## config.mk

```make
export PLATFORM = sky130hd
export DESIGN_NAME = forward_pwm_fault_sequencer
export DESIGN_NICKNAME = d
export VERILOG_FILES = /design/src/shared/fwd_pkg.sv /design/src/shared/drive_if.sv /design/src/design/clamp_timeout.sv /design/src/design/pulse_engine.sv /design/src/design/forward_pwm_fault_sequencer.sv
export SDC_FILE = /design/constraint.sdc
export NUM_CORES = 1
export LEC_CHECK = 0
export BUFFER_PORTS_ARGS = -buffer_cell sky130_fd_sc_hd__clkbuf_2
export CAP_MARGIN = 0
export CORE_MARGIN = 2
export CORE_UTILIZATION = 52
export CTS_CLUSTER_DIAMETER = 200
export DETAILED_ROUTE_END_ITERATION = 16
export GPL_ROUTABILITY_DRIVEN = 0
export GPL_TIMING_DRIVEN = 0
export PLACE_DENSITY = 0.8
export SYNTH_ARGS = -nofsm -noshare
export SYNTH_HDL_FRONTEND = slang
export SYNTH_HIERARCHICAL = 1
export SYNTH_SLANG_ARGS = --single-unit
```

## constraint.sdc

```tcl
create_clock -name clk -period 2.09 [get_ports clk]
set_input_delay 0.209 -clock clk [delete_from_list [all_inputs] [get_ports clk]]
set_output_delay 0.209 -clock clk [all_outputs]
set_load 0.05 [all_outputs]
```

## src/shared/fwd_pkg.sv

```systemverilog
// Shared constants and types for the forward converter sequencer
package fwd_pkg;
    // Register port
    localparam int ADDR_WIDTH = 4;
    localparam int DATA_WIDTH = 32;
    localparam logic [3:0] ADDR_STATUS = 4'h0;
    localparam logic [3:0] ADDR_MASK = 4'h1;
    localparam logic [3:0] ADDR_CONTROL = 4'h2;
    localparam logic [3:0] ADDR_STATE = 4'h3;
    localparam logic [3:0] ADDR_FAULTS = 4'h4;
    localparam logic [3:0] ADDR_DELAYS = 4'h5;
    // Status bit positions
    localparam int EVT_WIDTH = 4;
    localparam int EVT_HARDSTOP = 0;
    localparam int EVT_RESTART = 1;
    localparam int EVT_SKIP = 2;
    localparam int EVT_CLAMP_TIMEOUT = 3;
    // Fault vector positions
    localparam int FAULT_WIDTH = 6;
    // Reset values
    localparam logic [3:0] MASK_RESET = 4'h0;
    localparam logic [7:0] DELAY_RESET = 8'h04;
    localparam int DELAY_WIDTH = 8;
    // Clamp timeout: 15 us at 20 MHz, rounded down
    localparam int CLK_HZ = 20000000;
    localparam int CLAMP_TIMEOUT_NS = 15000;
    localparam int CLAMP_TIMEOUT_CYCLES = (CLAMP_TIMEOUT_NS / 1000) * (CLK_HZ / 1000000);
    localparam int CLAMP_CNT_WIDTH = 10;

    // Sequencer states, one-hot
    typedef enum logic [3:0] {
        ST_DISCHARGE = 4'h1,
        ST_CHARGE = 4'h2,
        ST_RUN = 4'h4,
        ST_IDLE = 4'h8
    } seq_state_type;

    // Pulse phase states, one-hot
    typedef enum logic [3:0] {
        PH_WAIT = 4'h1,
        PH_PRIMARY = 4'h2,
        PH_BACKEND = 4'h4,
        PH_CLAMP = 4'h8
    } phase_state_type;
endpackage : fwd_pkg

```

## src/shared/drive_if.sv

```systemverilog
// Gate-drive command bundle between sequencer and pulse engine
interface drive_if;
    import fwd_pkg::*;
    logic switchEnable;
    logic cycleStart;
    logic compAbove;
    logic primaryDrive;
    logic clamp_gate_drive;
    logic sync_rect_drive;
    logic skipped;
    logic clampTimedOut;
    logic [DELAY_WIDTH-1:0] backendDelay;
    modport seq (output switchEnable, output cycleStart, output compAbove,
        output backendDelay, input primaryDrive, input clamp_gate_drive,
        input sync_rect_drive, input skipped, input clampTimedOut);
    modport eng (input switchEnable, input cycleStart, input compAbove,
        input backendDelay, output primaryDrive, output clamp_gate_drive,
        output sync_rect_drive, output skipped, output clampTimedOut);
endinterface : drive_if

```

## src/design/clamp_timeout.sv

```systemverilog
// Continuous-on timer for the clamp gate drive
module clamp_timeout
    import fwd_pkg::*;
#(
    parameter int LIMIT = CLAMP_TIMEOUT_CYCLES
)
(
    // Clock and reset
    input wire logic clk,
    input wire logic srst,
    // Drive observed
    input wire logic clampOn,
    // Timeout flag
    output logic expired
);
    logic [CLAMP_CNT_WIDTH-1:0] count;

    // ==================================================
    // Counter
    // clear when off
    always_ff @(posedge clk)
    begin
        if (srst || !clampOn)
            count <= '0;
        else if (!expired)
            count <= count + 1'b1;
    end

    assign expired = (count >= CLAMP_CNT_WIDTH'(LIMIT - 1));
endmodule // clamp_timeout

```

## src/design/pulse_engine.sv

```systemverilog
// Per-cycle primary, clamp and sync-rectifier pulse sequencing
module pulse_engine
    import fwd_pkg::*;
(
    // Clock and reset
    input wire logic clk,
    input wire logic srst,
    // Command bundle
    drive_if.eng drv
);
    phase_state_type phase;
    phase_state_type next_phase;
    logic [DELAY_WIDTH-1:0] delayCount;
    logic timerDone;
    logic clampExpired;

    clamp_timeout #(.LIMIT(CLAMP_TIMEOUT_CYCLES)) u_timeout (
        .clk(clk),
        .srst(srst),
        .clampOn(drv.clamp_gate_drive),
        .expired(clampExpired)
    );

    assign timerDone = (delayCount == '0);

    // ==================================================
    // Phase selection
    always_comb
    begin
        next_phase = phase;
        case (phase)
            PH_WAIT:
                if (drv.switchEnable && drv.cycleStart && drv.compAbove)
                    next_phase = PH_PRIMARY;
            PH_PRIMARY:
                if (!drv.switchEnable || !drv.compAbove || drv.cycleStart)
                    next_phase = PH_BACKEND;
            PH_BACKEND:
                if (!drv.switchEnable)
                    next_phase = PH_WAIT;
                else if (timerDone)
                    next_phase = PH_CLAMP;
            PH_CLAMP:
                // next pulse starts from clamp phase
                if (!drv.switchEnable)
                    next_phase = PH_WAIT;
                else if (drv.cycleStart && drv.compAbove)
                    next_phase = PH_PRIMARY;
                else if (drv.cycleStart || clampExpired)
                    next_phase = PH_WAIT;
            default:
                next_phase = PH_WAIT;
        endcase
    end

    always_ff @(posedge clk)
    begin
        if (srst)
            phase <= PH_WAIT;
        else
            phase <= next_phase;
    end

    // Back-end delay reloads on entry so timing counts from primary fall
    always_ff @(posedge clk)
    begin
        if (srst || phase != PH_BACKEND)
            delayCount <= drv.backendDelay;
        else if (!timerDone)
            delayCount <= delayCount - 1'b1;
    end

    // ==================================================
    // Drive outputs
    // sequencing restored per cycle
    always_ff @(posedge clk)
    begin
        if (srst)
        begin
            drv.primaryDrive <= 1'b0;
            drv.clamp_gate_drive <= 1'b0;
            drv.sync_rect_drive <= 1'b0;
        end
        else
        begin
            drv.primaryDrive <= (next_phase == PH_PRIMARY);
            drv.clamp_gate_drive <= (next_phase == PH_CLAMP);
            drv.sync_rect_drive <= (next_phase == PH_BACKEND) || (next_phase == PH_CLAMP);
        end
    end

    // a cycle start in clamp phase is a new cycle too
    assign drv.skipped = ((phase == PH_WAIT) || (phase == PH_CLAMP)) && drv.switchEnable
        && drv.cycleStart && !drv.compAbove;
    assign drv.clampTimedOut = (phase == PH_CLAMP) && clampExpired;

    AST_CLAMP_TIMEOUT: assert property (@(posedge clk) disable iff (srst)
        drv.clamp_gate_drive && clampExpired |=> !drv.clamp_gate_drive)
        else $error("clamp drive stayed on past timeout");
    AST_COMP_DROP: assert property (@(posedge clk) disable iff (srst)
        drv.primaryDrive && !drv.compAbove |=> !drv.primaryDrive)
        else $error("primary drive held after comp dropped");
    AST_SKIP: assert property (@(posedge clk) disable iff (srst)
        drv.skipped |=> !drv.primaryDrive && !drv.clamp_gate_drive)
        else $error("pulse emitted on skipped cycle");
endmodule // pulse_engine

```

## src/design/forward_pwm_fault_sequencer.sv

```systemverilog
// Fault hard-stop, hiccup restart and drive sequencing for a forward controller
// Operation
// - Any fault stops switching at once and rapidly discharges both ramps.
// - Faults: shutdown request, overvoltage, overcurrent, supply rail, thermal, supply undervoltage.
// - Below low threshold, recharge slow ramp only if all faults cleared.
// - Persistent overcurrent repeats discharge and recharge forever: hiccup.
// - Hiccup dead time is the slow ramp recharge to enable level.
// - Comp falling while primary high turns primary off immediately.
// - Comp still low at cycle start skips primary, clamp, rectifier pulses.
// - Next needed pulse restores correct clamp and rectifier sequencing.
// - Clamp drive forced low after fixed on-time timeout.
// - Switching only above enable level; comp ramp charges only after.
// - Below enable level, stop switching and discharge comp ramp.
module forward_pwm_fault_sequencer
    import fwd_pkg::*;
(
    // Clock and reset
    input wire logic clk,
    input wire logic srst,
    // Register port
    input wire logic [fwd_pkg::ADDR_WIDTH-1:0] regAddr,
    input wire logic [fwd_pkg::DATA_WIDTH-1:0] regWdata,
    input wire logic regWrite,
    input wire logic regRead,
    output logic [fwd_pkg::DATA_WIDTH-1:0] regRdata,
    output logic irq,
    // Fault flags
    input wire logic shutdownRequest,
    input wire logic input_overvoltage_sense,
    input wire logic overcurrent_sense,
    input wire logic internal_supply_rail,
    input wire logic thermalShutdown,
    input wire logic supplyUndervoltage,
    // Ramp and loop comparators
    input wire logic slowRampAboveEnable,
    input wire logic slowRampBelowLow,
    input wire logic compAboveThreshold,
    input wire logic cycleStart,
    // Ramp commands
    output logic slow_softstart_ramp_charge,
    output logic slow_softstart_ramp_discharge,
    output logic comp_softstart_ramp_charge,
    output logic comp_softstart_ramp_discharge,
    // Gate drives
    output logic primaryDrive,
    output logic clamp_gate_drive,
    output logic sync_rect_drive
);
    import fwd_pkg::*;

    seq_state_type state;
    seq_state_type next_state;
    logic [FAULT_WIDTH-1:0] faults;
    logic anyFault;
    logic [EVT_WIDTH-1:0] status;
    logic [EVT_WIDTH-1:0] mask;
    logic [EVT_WIDTH-1:0] events;
    logic [DELAY_WIDTH-1:0] backendDelay;
    logic forceOff;
    logic switchAllowed;
    logic selStatus;
    logic selMask;
    logic selControl;
    logic selState;
    logic selFaults;
    logic selDelays;
    logic [DATA_WIDTH-1:0] readValue;

    drive_if drv ();

    // ==================================================
    // Fault gathering
    // flags used directly, already synchronous
    assign faults = {supplyUndervoltage, thermalShutdown, internal_supply_rail,
        overcurrent_sense, input_overvoltage_sense, shutdownRequest};
    assign anyFault = |faults;

    // ==================================================
    // Ramp sequencer
    always_comb
    begin
        next_state = state;
        case (state)
            ST_DISCHARGE:
                if (slowRampBelowLow && !anyFault && !forceOff)
                    next_state = ST_CHARGE;
            ST_CHARGE:
                if (anyFault)
                    next_state = ST_DISCHARGE;
                else if (slowRampAboveEnable)
                    next_state = ST_RUN;
            ST_RUN:
                if (anyFault)
                    next_state = ST_DISCHARGE;
                else if (!slowRampAboveEnable)
                    next_state = ST_CHARGE;
            ST_IDLE:
                next_state = ST_DISCHARGE;
            default:
                next_state = ST_DISCHARGE;
        endcase
    end

    // Start in discharge so a cold start takes the same fault-checked path
    always_ff @(posedge clk)
    begin
        if (srst)
            state <= ST_DISCHARGE;
        else
            state <= next_state;
    end

    assign switchAllowed = (state == ST_RUN) && slowRampAboveEnable && !anyFault && !forceOff;

    always_ff @(posedge clk)
    begin
        if (srst)
        begin
            slow_softstart_ramp_charge <= 1'b0;
            slow_softstart_ramp_discharge <= 1'b1;
            comp_softstart_ramp_charge <= 1'b0;
            comp_softstart_ramp_discharge <= 1'b1;
        end
        else
        begin
            slow_softstart_ramp_discharge <= (next_state == ST_DISCHARGE);
            slow_softstart_ramp_charge <= (next_state != ST_DISCHARGE);
            comp_softstart_ramp_charge <= (next_state == ST_RUN) && slowRampAboveEnable;
            comp_softstart_ramp_discharge <= !((next_state == ST_RUN) && slowRampAboveEnable);
        end
    end

    // ==================================================
    // Pulse engine
    assign drv.switchEnable = switchAllowed;
    assign drv.cycleStart = cycleStart;
    assign drv.compAbove = compAboveThreshold;
    assign drv.backendDelay = backendDelay;

    pulse_engine u_engine (
        .clk(clk),
        .srst(srst),
        .drv(drv.eng)
    );

    assign primaryDrive = drv.primaryDrive;
    assign clamp_gate_drive = drv.clamp_gate_drive;
    assign sync_rect_drive = drv.sync_rect_drive;

    // ==================================================
    // Events and interrupt
    assign events[EVT_HARDSTOP] = anyFault && (state != ST_DISCHARGE);
    assign events[EVT_RESTART] = (state == ST_DISCHARGE) && (next_state == ST_CHARGE);
    assign events[EVT_SKIP] = drv.skipped;
    assign events[EVT_CLAMP_TIMEOUT] = drv.clampTimedOut;

    // Set wins over the read-clear
    always_ff @(posedge clk)
    begin
        if (srst)
            status <= '0;
        else if (selStatus && regRead)
            status <= events;
        else
            status <= status | events;
    end

    assign irq = |(status & mask);

    // ==================================================
    // Register port
    assign selStatus = (regAddr == ADDR_STATUS);
    assign selMask = (regAddr == ADDR_MASK);
    assign selControl = (regAddr == ADDR_CONTROL);
    assign selState = (regAddr == ADDR_STATE);
    assign selFaults = (regAddr == ADDR_FAULTS);
    assign selDelays = (regAddr == ADDR_DELAYS);

    always_ff @(posedge clk)
    begin
        if (srst)
        begin
            mask <= MASK_RESET;
            forceOff <= 1'b0;
            backendDelay <= DELAY_RESET;
        end
        else if (regWrite)
        begin
            if (selMask)
                mask <= regWdata[EVT_WIDTH-1:0];
            if (selControl)
                forceOff <= regWdata[0];
            if (selDelays)
                backendDelay <= regWdata[DELAY_WIDTH-1:0];
        end
    end

    // Unmapped addresses read as zero
    assign readValue = selStatus ? DATA_WIDTH'(status)
        : selMask ? DATA_WIDTH'(mask)
        : selControl ? DATA_WIDTH'(forceOff)
        : selState ? DATA_WIDTH'(state)
        : selFaults ? DATA_WIDTH'(faults)
        : selDelays ? DATA_WIDTH'(backendDelay)
        : '0;

    always_ff @(posedge clk)
    begin
        if (srst)
            regRdata <= '0;
        else if (regRead)
            regRdata <= readValue;
        else
            regRdata <= '0;
    end

    // ==================================================
    // Checks
    // fault stops switching
    AST_FAULT_STOP: assert property (@(posedge clk) disable iff (srst)
        anyFault |=> (!slow_softstart_ramp_charge && !comp_softstart_ramp_charge)
            ##1 !primaryDrive)
        else $error("switching continued under fault");
    AST_NO_RESTART: assert property (@(posedge clk) disable iff (srst)
        (state == ST_DISCHARGE) && anyFault |=> (state == ST_DISCHARGE))
        else $error("ramp restarted with fault present");
    AST_RESTART: assert property (@(posedge clk) disable iff (srst)
        (state == ST_DISCHARGE) && slowRampBelowLow && !anyFault && !forceOff
            |=> (state == ST_CHARGE) ##0 slow_softstart_ramp_charge)
        else $error("ramp did not restart when clear");
    AST_HICCUP: assert property (@(posedge clk) disable iff (srst)
        (state == ST_RUN) && overcurrent_sense |=> (state == ST_DISCHARGE))
        else $error("overcurrent did not trigger hiccup");
    AST_COMP_HELD: assert property (@(posedge clk) disable iff (srst)
        !slowRampAboveEnable |=> comp_softstart_ramp_discharge && !comp_softstart_ramp_charge)
        else $error("comp ramp charged below enable");
    AST_RUN_ONLY: assert property (@(posedge clk) disable iff (srst)
        $rose(primaryDrive) |-> $past(state) == ST_RUN)
        else $error("primary drive rose outside run");
endmodule // forward_pwm_fault_sequencer

```

==> results of run 1 <==
==> layout make-up <==
| class | instances | area share |
|---|---|---|
| Multi-Input combinational cell | 244 | 0.437 |
| Tap cell | 72 | 0.0251 |
| Buffer | 39 | 0.0770 |
| Inverter | 8 | 0.00836 |
| Clock buffer | 10 | 0.0383 |
| Sequential cell | 58 | 0.346 |
| Clock inverter | 6 | 0.0111 |
| Timing Repair Buffer | 41 | 0.0571 |
==> flip-flops by register name (all words and copies together) (netlist names), 4 cells and up <==
signal / flops
regRdata: 8
status: 4
backendDelay: 8
mask: 4
u_engine/u_timeout/count: 10
u_engine/delayCount: 8
state: 4
u_engine/phase: 4
==> per-stage QoR <==
step                worst slack, ps   util
finish                          186  0.648
global route                   94.0  0.648
CTS                             139  0.647
detailed placement             -442  0.614
global placement               -338  0.614
floorplan                       276      -
==> power by group through the flow <==
stage	registers (mW)	clock network, mW	logic [mW]
finish	1.15	0.956	0.270
global placement	1.17	0	0.263
detailed placement	1.17	0	0.266
floorplan	1.17	0	0.205
CTS	1.14	0.961	0.267
global route	1.15	1.00	0.291
==> cells by family (layout without fill, tap and decap cells) <==
kind of cell             Yosys count  count (layout)  share of synthesized area
AND/OR/NAND/NOR                  128             128                      0.240
flip-flops                        58              58                      0.411
AO/OA/AOI/OAI                     56              56                      0.133
buffers and inverters             47             104                      0.102
multiplexers                      19              19                     0.0635
XOR/XNOR                          14              14                     0.0406
adder cells (fa/ha/maj)            2               2                    0.00829
other                              1              25                    0.00124
==> worst max-delay path, cell delays in order (launching register included) <==
cell,delay [ps]
dfxtp_1,310
buf_6,130
or4_4,560
o22ai_4,180
inv_1,100
nor4b_1,400
o21a_1,160
==> layout by cell type (no fill, tap or decap), types with 3 or more instances in the layout <==
cell and n:
inv_1 8, nand3_1 7, a22oi_1 3, mux2i_1 18, o21a_1 8, dfxtp_1 50, buf_4 25, xnor2_1 8
nor2b_1 5, buf_6 4, conb_1 25, nand4b_1 3, clkbuf_2 41, xor2_1 6, nand2b_1 7, clkbuf_8 10
a32oi_1 4, nor2_1 53, nor4b_1 5, o211a_1 3, a21oi_1 17, nand3b_1 3, buf_2 5, and3_1 5
edfxtp_1 8, clkbuf_1 5, nand2_1 11, nor3_1 10, o21ai_0 7
==> per-layer routing <==
metal,track usage,wire [µm]
met5,0,0
met4,0.122,105
met3,0.0528,387
met2,0.373,3370
met1,0.251,2770
==> worst paths after layout <==
kind,startpoint,end,depth (start not counted)
max,u_engine/u_timeout/count[9],u_engine/phase[3],6
min,slowRampAboveEnable,comp_softstart_ramp_discharge,2
max reg2reg,u_engine/u_timeout/count[9],u_engine/phase[3],6
min reg2reg,status[1],status[1],2
==> timing repair <==
item | CTS | global route
hold buffers | 0 | 0
cloned | 0 | 0
resized for setup | 1 | 1
buffers inserted | 0 | 0
endpoints found under the setup margin | 3 | 1
==> metrics.yaml, run 1 <==
vias_per_cell: 5.29
clock_sinks: 58
dp.cells: 462
nFillCells: 476
first_iter_violations: 98
dp_hpwl_um: 4880
path_clk_slew_ps: 80
synth_edf_count: 8
p_switching_mw: 0.684
worstPathArrival_ps: 2200
multi_input_area_um2: 1570
clock_path_buffers: 2
status: "complete, no violations"
grt_pass1_vias: 2508
insertion_delay_ps: 350
clkPwrFrac: 0.403
synth-seq-area-share: 0.411
synth_top_flop_cell: "dfxtp_1"
ios: 90
coreArea_um2: 5540
p_sw_frac: 0.288
drive_above_1_share: 0.254
avgSynthCellArea_um2: 9.28
die_area_um2: 6430
postLayoutCellArea_um2: 3590
htree_levels: 3
drcViolationCount: 0
p_comb_frac: 0.114
antenna_cells: 0
cp-end-kind: "flop"
max_clock_freq_mhz: 525
grt_first_pass_wirelength_um: 11000
fin_crit_sh: 0.911
placed_area_um2: 3400
overflow: 0
min_period_ps: 1900
area_growth_pct: 19.1
ant_nets: 0
yosys.area.top_type_share: 0.332
required_ps: 2380
power_density_nw_per_um2: 660
clock_skew_ps: 10.4
critPathMaxFanout: 9
setup_viol: 0
grtUsageTotal: 0.219
power_leakage_nw: 1.56
port_buffers: 41
rsz0062_at_grt: "no"
vias: 2530
vdd_drop_max_uv: 478
hold_class: "input pin to flop"
routed_wl_um: 6630
grt_max_degree: 12
ys_seq_elements: 58
syn-cell-area_um2: 3020
wl_per_cell_um: 13.9
critPathKind: "flop to flop"
max_slew_margin: 0.588
slew_viol_final: 0
firstDrtPassIters: 5
yosysTopAreaCell: "dfxtp_1"
cap_violations: 0
yosysMostFrequentCell: "nor2_1"
yosysUniqueCellTypes: 53
seqPwrFrac: 0.483
power_mw: 2.37
start_kind: "flop"
ff_latch_area_um2: 1240
fin_nets: 453
die_h_um: 80.2
fin_hold_ws_ps: 82.6
p_int_mw: 1.69
initial_core_util: 0.544
synth.cells.most_frequent: "53 x nor2_1, 50 x dfxtp_1, 25 x buf_4, 18 x mux2i_1, 17 x a21oi_1"
hold_viol_final: 0
tightest_slew_ps: 613
setup_tns_ps: 0
synth_cells: 325
cts_tree: "built"
antenna_found_initial: 0
reg2reg_slack_ps: 190
clock-root-buffer: "clkbuf_8"
synthTopCellsByArea: "dfxtp_1 33%, edfxtp_1 8.0%, nor2_1 6.6%"
async_reset_ff_frac: 0
die_x_um: 80.2
yosysWarnings: 6
cts_buffers: 9
placementRows: 27
fin_cells: 478
No activity file was read; power rests on OpenSTA's default activity.
==> inputs of run 2 (changes only) <==
--- a/config.mk
+++ b/config.mk
@@ -13,7 +13,7 @@
 export DETAILED_ROUTE_END_ITERATION = 16
 export GPL_ROUTABILITY_DRIVEN = 0
 export GPL_TIMING_DRIVEN = 0
-export PLACE_DENSITY = 0.8
+export PLACE_DENSITY = 0.9
 export SYNTH_ARGS = -nofsm -noshare
 export SYNTH_HDL_FRONTEND = slang
 export SYNTH_HIERARCHICAL = 1
==> metrics.yaml, run 2 (same netlist as run 1, synthesis figures left out) <==
fin_crit_sh: 0.922
power_density_nw_per_um2: 667
port_buffers: 41
overflow: 0
tightest_slew_ps: 655
clock_path_buffers: 2
hold_class: "input pin to flop"
dp.cells: 462
antenna_cells: 0
r2r-end: "u_engine/drv.sync_rect_drive"
rr_worst_depth: 7
setup_viol: 0
fin_nets: 453
cap_violations: 0
die_x_um: 80.2
die_area_um2: 6430
min_path_cells: 2
grt_max_degree: 11
cp_cell_sequence: "buf_6 > or4_4 > o22ai_4 > inv_1 > o31ai_1 > o21a_1 > o311a_1"
max_slew_margin: 0.560
grtUsageTotal: 0.218
worstPathArrival_ps: 2200
critPathMaxFanout: 9
wl_per_cell_um: 13.7
grt_first_pass_wirelength_um: 10700
required_ps: 2370
dp_hpwl_um: 4820
start_kind: "flop"
fin_hold_ws_ps: 83.8
clock-root-buffer: "clkbuf_8"
critPathSlowestCell: "or4_4"
fin_cells: 478
first_iter_violations: 132
cp-end-kind: "flop"
post-cts-setup-buffer-count: 0
placed_area_um2: 3400
postLayoutCellArea_um2: 3600
drive_above_1_share: 0.246
die_h_um: 80.2
min_period_ps: 1930
hold_end: "comp_softstart_ramp_discharge"
final_util: 0.650
status: "complete, no violations"
routed_wl_um: 6560
coreArea_um2: 5540
grt_pass1_vias: 2364
cts_buffers: 9
vias: 2554
cp_slowest_stage_delay_ps: 560
clock_sinks: 58
ant_nets: 0
insertion_delay_ps: 340
htree_levels: 3
holdCritStartpoint: "slowRampAboveEnable"
drcViolationCount: 0
slew_viol_final: 0
rsz0062_at_grt: "no"
rr_startpoint: "u_engine/u_timeout/count[9]"
antenna_found_initial: 0
regMostFlops: "u_engine/u_timeout/count"
placementRows: 27
final_cell_mix: "53 x nor2_1, 50 x dfxtp_1, 41 x clkbuf_2"
hold_viol_final: 0
ios: 90
area_growth_pct: 19.4
initial_core_util: 0.544
power_leakage_nw: 1.56
vias_per_cell: 5.34
reg2reg_slack_ps: 160
crit_start: "u_engine/u_timeout/count[9]"
largest_reg_flops: 10
max_clock_freq_mhz: 519
path_clk_slew_ps: 70
cts_tree: "built"
final_common_cell: "nor2_1"
critPathKind: "flop to flop"
vdd_drop_max_uv: 494
firstDrtPassIters: 4
clock_skew_ps: 7.16
run 2: repair_timing:
action | CTS | global route
pin swaps | 0 | 0
setup endpoints to repair | 1 | 2
resized for setup | 1 | 1
hold buffers | 0 | 0
run 2: area by class of cell:
cell class              count  area [µm²]
multi-input cells         244        1570
well taps                  72        90.1
clock buffers              11         131
repair buffers             41         205
inverters                   8        30.0
flip-flops and latches     58        1240
fillers                   461        1940
clock inverters             5        55.1
plain buffers              39         277
run 2: metrics by stage:
stage / power, mW / setup WS [ps] / TNS [ps]
after CTS: 2.42 / 139 / 0
after global placement: 1.43 / -337 / -947
after detailed placement: 1.44 / -380 / -1200
after global routing: 2.50 / 55.7 / 0
final: 2.40 / 163 / 0
after floorplan: 1.38 / 276 / 0
run 2: report_power, final:
| group | switching, mW | internal [mW] |
|---|---|---|
| Combinational | 0.185 | 0.0885 |
| Sequential | 0.00880 | 1.14 |
| Clock | 0.434 | 0.546 |
run 2: worst max-delay path: cells and delay by family, from the launching register on:
family,cells,cell delay (ps)
AO/OA/AOI/OAI,4,770
buffers and inverters,2,230
flip-flops,1,310
AND/OR/NAND/NOR,1,560
run 2: metal layers:
metal	vias to the layer above	track usage	share of wire
met5	-	0	0
met4	0	0.0881	0.023
met3	16	0.0865	0.064
met2	97	0.368	0.50
met1	1178	0.245	0.41
li1	1263	-	-
run 2: worst max-delay path by stage:
stage                                               to  slack [ps]  cells past startpoint
after global placement               u_engine/phase[2]        -340                      7
after CTS                            u_engine/phase[2]         140                      7
final                     u_engine/drv.sync_rect_drive         160                      7
after floorplan                      u_engine/phase[2]         280                      6
after detailed placement             u_engine/phase[2]        -380                      7
after global routing      u_engine/drv.sync_rect_drive          60                      7
==> inputs of run 3 (changes only) <==
--- a/config.mk
+++ b/config.mk
@@ -5,16 +5,16 @@
 export SDC_FILE = /design/constraint.sdc
 export NUM_CORES = 1
 export LEC_CHECK = 0
-export BUFFER_PORTS_ARGS = -buffer_cell sky130_fd_sc_hd__clkbuf_2
+export BUFFER_PORTS_ARGS = -buffer_cell sky130_fd_sc_hd__buf_2
 export CAP_MARGIN = 0
 export CORE_MARGIN = 2
-export CORE_UTILIZATION = 52
+export CORE_UTILIZATION = 51
 export CTS_CLUSTER_DIAMETER = 200
 export DETAILED_ROUTE_END_ITERATION = 16
 export GPL_ROUTABILITY_DRIVEN = 0
 export GPL_TIMING_DRIVEN = 0
 export PLACE_DENSITY = 0.9
+export SKIP_CTS_REPAIR_TIMING = 1
 export SYNTH_ARGS = -nofsm -noshare
 export SYNTH_HDL_FRONTEND = slang
-export SYNTH_HIERARCHICAL = 1
 export SYNTH_SLANG_ARGS = --single-unit
==> metrics.yaml, run 3 <==
cp-end-kind: "flop"
yosys.area.top_type_share: 0.349
met1_length_um: 2720
vdd_drop_max_uv: 440
final_cell_mix: "50 x dfxtp_1, 39 x buf_2, 36 x nor2_1"
dp_hpwl_um: 4770
nFillCells: 454
min_period_ps: 1950
setup_tns_ps: 0
async_reset_ff_frac: 0
status: "complete, no violations"
drive_above_1_share: 0.254
final_util: 0.650
final_common_cell: "dfxtp_1"
port_buffers: 38
ff_latch_area_um2: 1240
regMostFlops: "u_engine.u_timeout.count"
synth.cells.most_frequent: "50 x dfxtp_1, 37 x nor2_1, 26 x a21oi_1, 26 x nand2_1, 24 x buf_4"
power_density_nw_per_um2: 737
overflow: 0
cts_tree: "built"
fin_nets: 453
ant_nets: 0
cap_violations: 0
clock_skew_ps: 8.75
slew_viol_final: 0
fin_cells: 478
clock_sinks: 58
fin_crit_sh: 0.931
largest_reg_flops: 10
placementRows: 27
hold_viol_final: 0
syn-cell-area_um2: 2870
clock_path_buffers: 2
yosysWarnings: 0
critPathKind: "flop to flop"
die_h_um: 79.0
start_kind: "flop"
drcViolationCount: 0
ys_seq_elements: 58
routed_wl_um: 6620
vias_per_cell: 5.34
synth_top_flop_cell: "dfxtp_1"
wl_per_cell_um: 13.8
yosysUniqueCellTypes: 57
critPathMaxFanout: 10
dp.cells: 456
yosysTopAreaCell: "dfxtp_1"
synthTopCellsByArea: "dfxtp_1 35%, edfxtp_1 8.4%, buf_4 6.3%"
avgSynthCellArea_um2: 8.91
synth-seq-area-share: 0.433
tightest_slew_ps: 532
insertion_delay_ps: 340
firstDrtPassIters: 5
multi_input_area_um2: 1480
yosysMostFrequentCell: "dfxtp_1"
max_slew_margin: 0.645
htree_levels: 3
antenna_found_initial: 0
initial_core_util: 0.524
wl_met3_um: 488
hold_class: "input pin to flop"
wl_met2_um: 3320
power_leakage_nw: 1.52
coreArea_um2: 5470
ios: 90
first_iter_violations: 203
die_x_um: 79.0
grtUsageTotal: 0.215
worstPathArrival_ps: 1960
path_clk_slew_ps: 70
setup_viol: 0
top_layer_used: "met4"
clock-root-buffer: "clkbuf_8"
required_ps: 2110
area_growth_pct: 24.1
grt_first_pass_wirelength_um: 10300
synth_edf_count: 8
die_area_um2: 6240
layout_setup_ws_ps: 143
power_mw: 2.62
synth_cells: 322
cts_buffers: 9
grt_max_degree: 11
max_clock_freq_mhz: 514
vias: 2552
post-place-ws_ps: -206
grt_pass1_vias: 2254
antenna_cells: 0
[run 3: cell types whose count changed in the layout (fill, tap and decap cells not counted), sizes merged, moves of 4 or more]
cell,change
nor2b,+4
nor3,-4
nand2,+15
o21a,-7
nor4b,-5
or3,+8
a32oi,-4
a21oi,+7
buf,+37
mux2i,-5
nor2,-15
clkbuf,-35
o21ai,+7
[run 3: final cells by class]
cell class	count	area share
multi-input combinational	241	0.416
sequential	58	0.349
timing repair buffer	45	0.0682
buffer	36	0.0643
clock buffer	12	0.0464
tap	72	0.0253
clock inverter	4	0.0200
inverter	10	0.0105
[run 3: critical path, stage by stage (launching register included)]
cell and delay (ps):
dfxtp_1 380, nor2_1 240, nand3b_1 250, nor2_4 250, clkbuf_2 250, nand2_1 260
[run 3: kinds of logic (layout without fill, tap and decap cells)]
logic type      count (synthesis)  after routing  synth area share
fa+ha+maj                       2              2           0.00872
other cells                     1             25           0.00131
compound gates                 66             66             0.150
buf+inv                        47            107            0.0938
mux                            14             14            0.0545
simple gates                  124            124             0.229
flops                          58             58             0.433
xor+xnor                       10             10            0.0305
[run 3: per-layer routing]
layer / vias up / track usage
li1: 1252 / -
met1: 1188 / 0.253
met2: 101 / 0.368
met3: 11 / 0.0636
met4: 0 / 0.0845
met5: - / 0
[run 3: metrics by stage]
stage	hold slack [ps]	cell area, µm²
5_1_grt	81.5	3560
6_report	91.1	3560
3_3_place_gp	429	3240
4_1_cts	80.0	3470
3_5_place_dp	434	3240
2_1_floorplan	301	2960
[run 3: worst paths after layout]
| path | start | to | slack, ps | depth (start not counted) |
|---|---|---|---|---|
| worst max-delay path | u_engine.phase[0] | u_engine.delayCount[5] | 140 | 5 |
| worst max register to register | u_engine.phase[0] | u_engine.delayCount[5] | 140 | 5 |
| worst min-delay path | regWdata[2] | backendDelay[2] | 90 | 2 |
| worst min register to register | status[0] | status[0] | 500 | 2 |
[run 3: power by group]
group | internal [mW] | leakage [nW] | total (mW) | switching (mW)
registers | 1.14 | 0.498 | 1.14 | 0.00798
clock network | 0.768 | 0.123 | 1.22 | 0.452
logic | 0.0821 | 0.898 | 0.259 | 0.177
total | 1.99 | 1.52 | 2.62 | 0.637
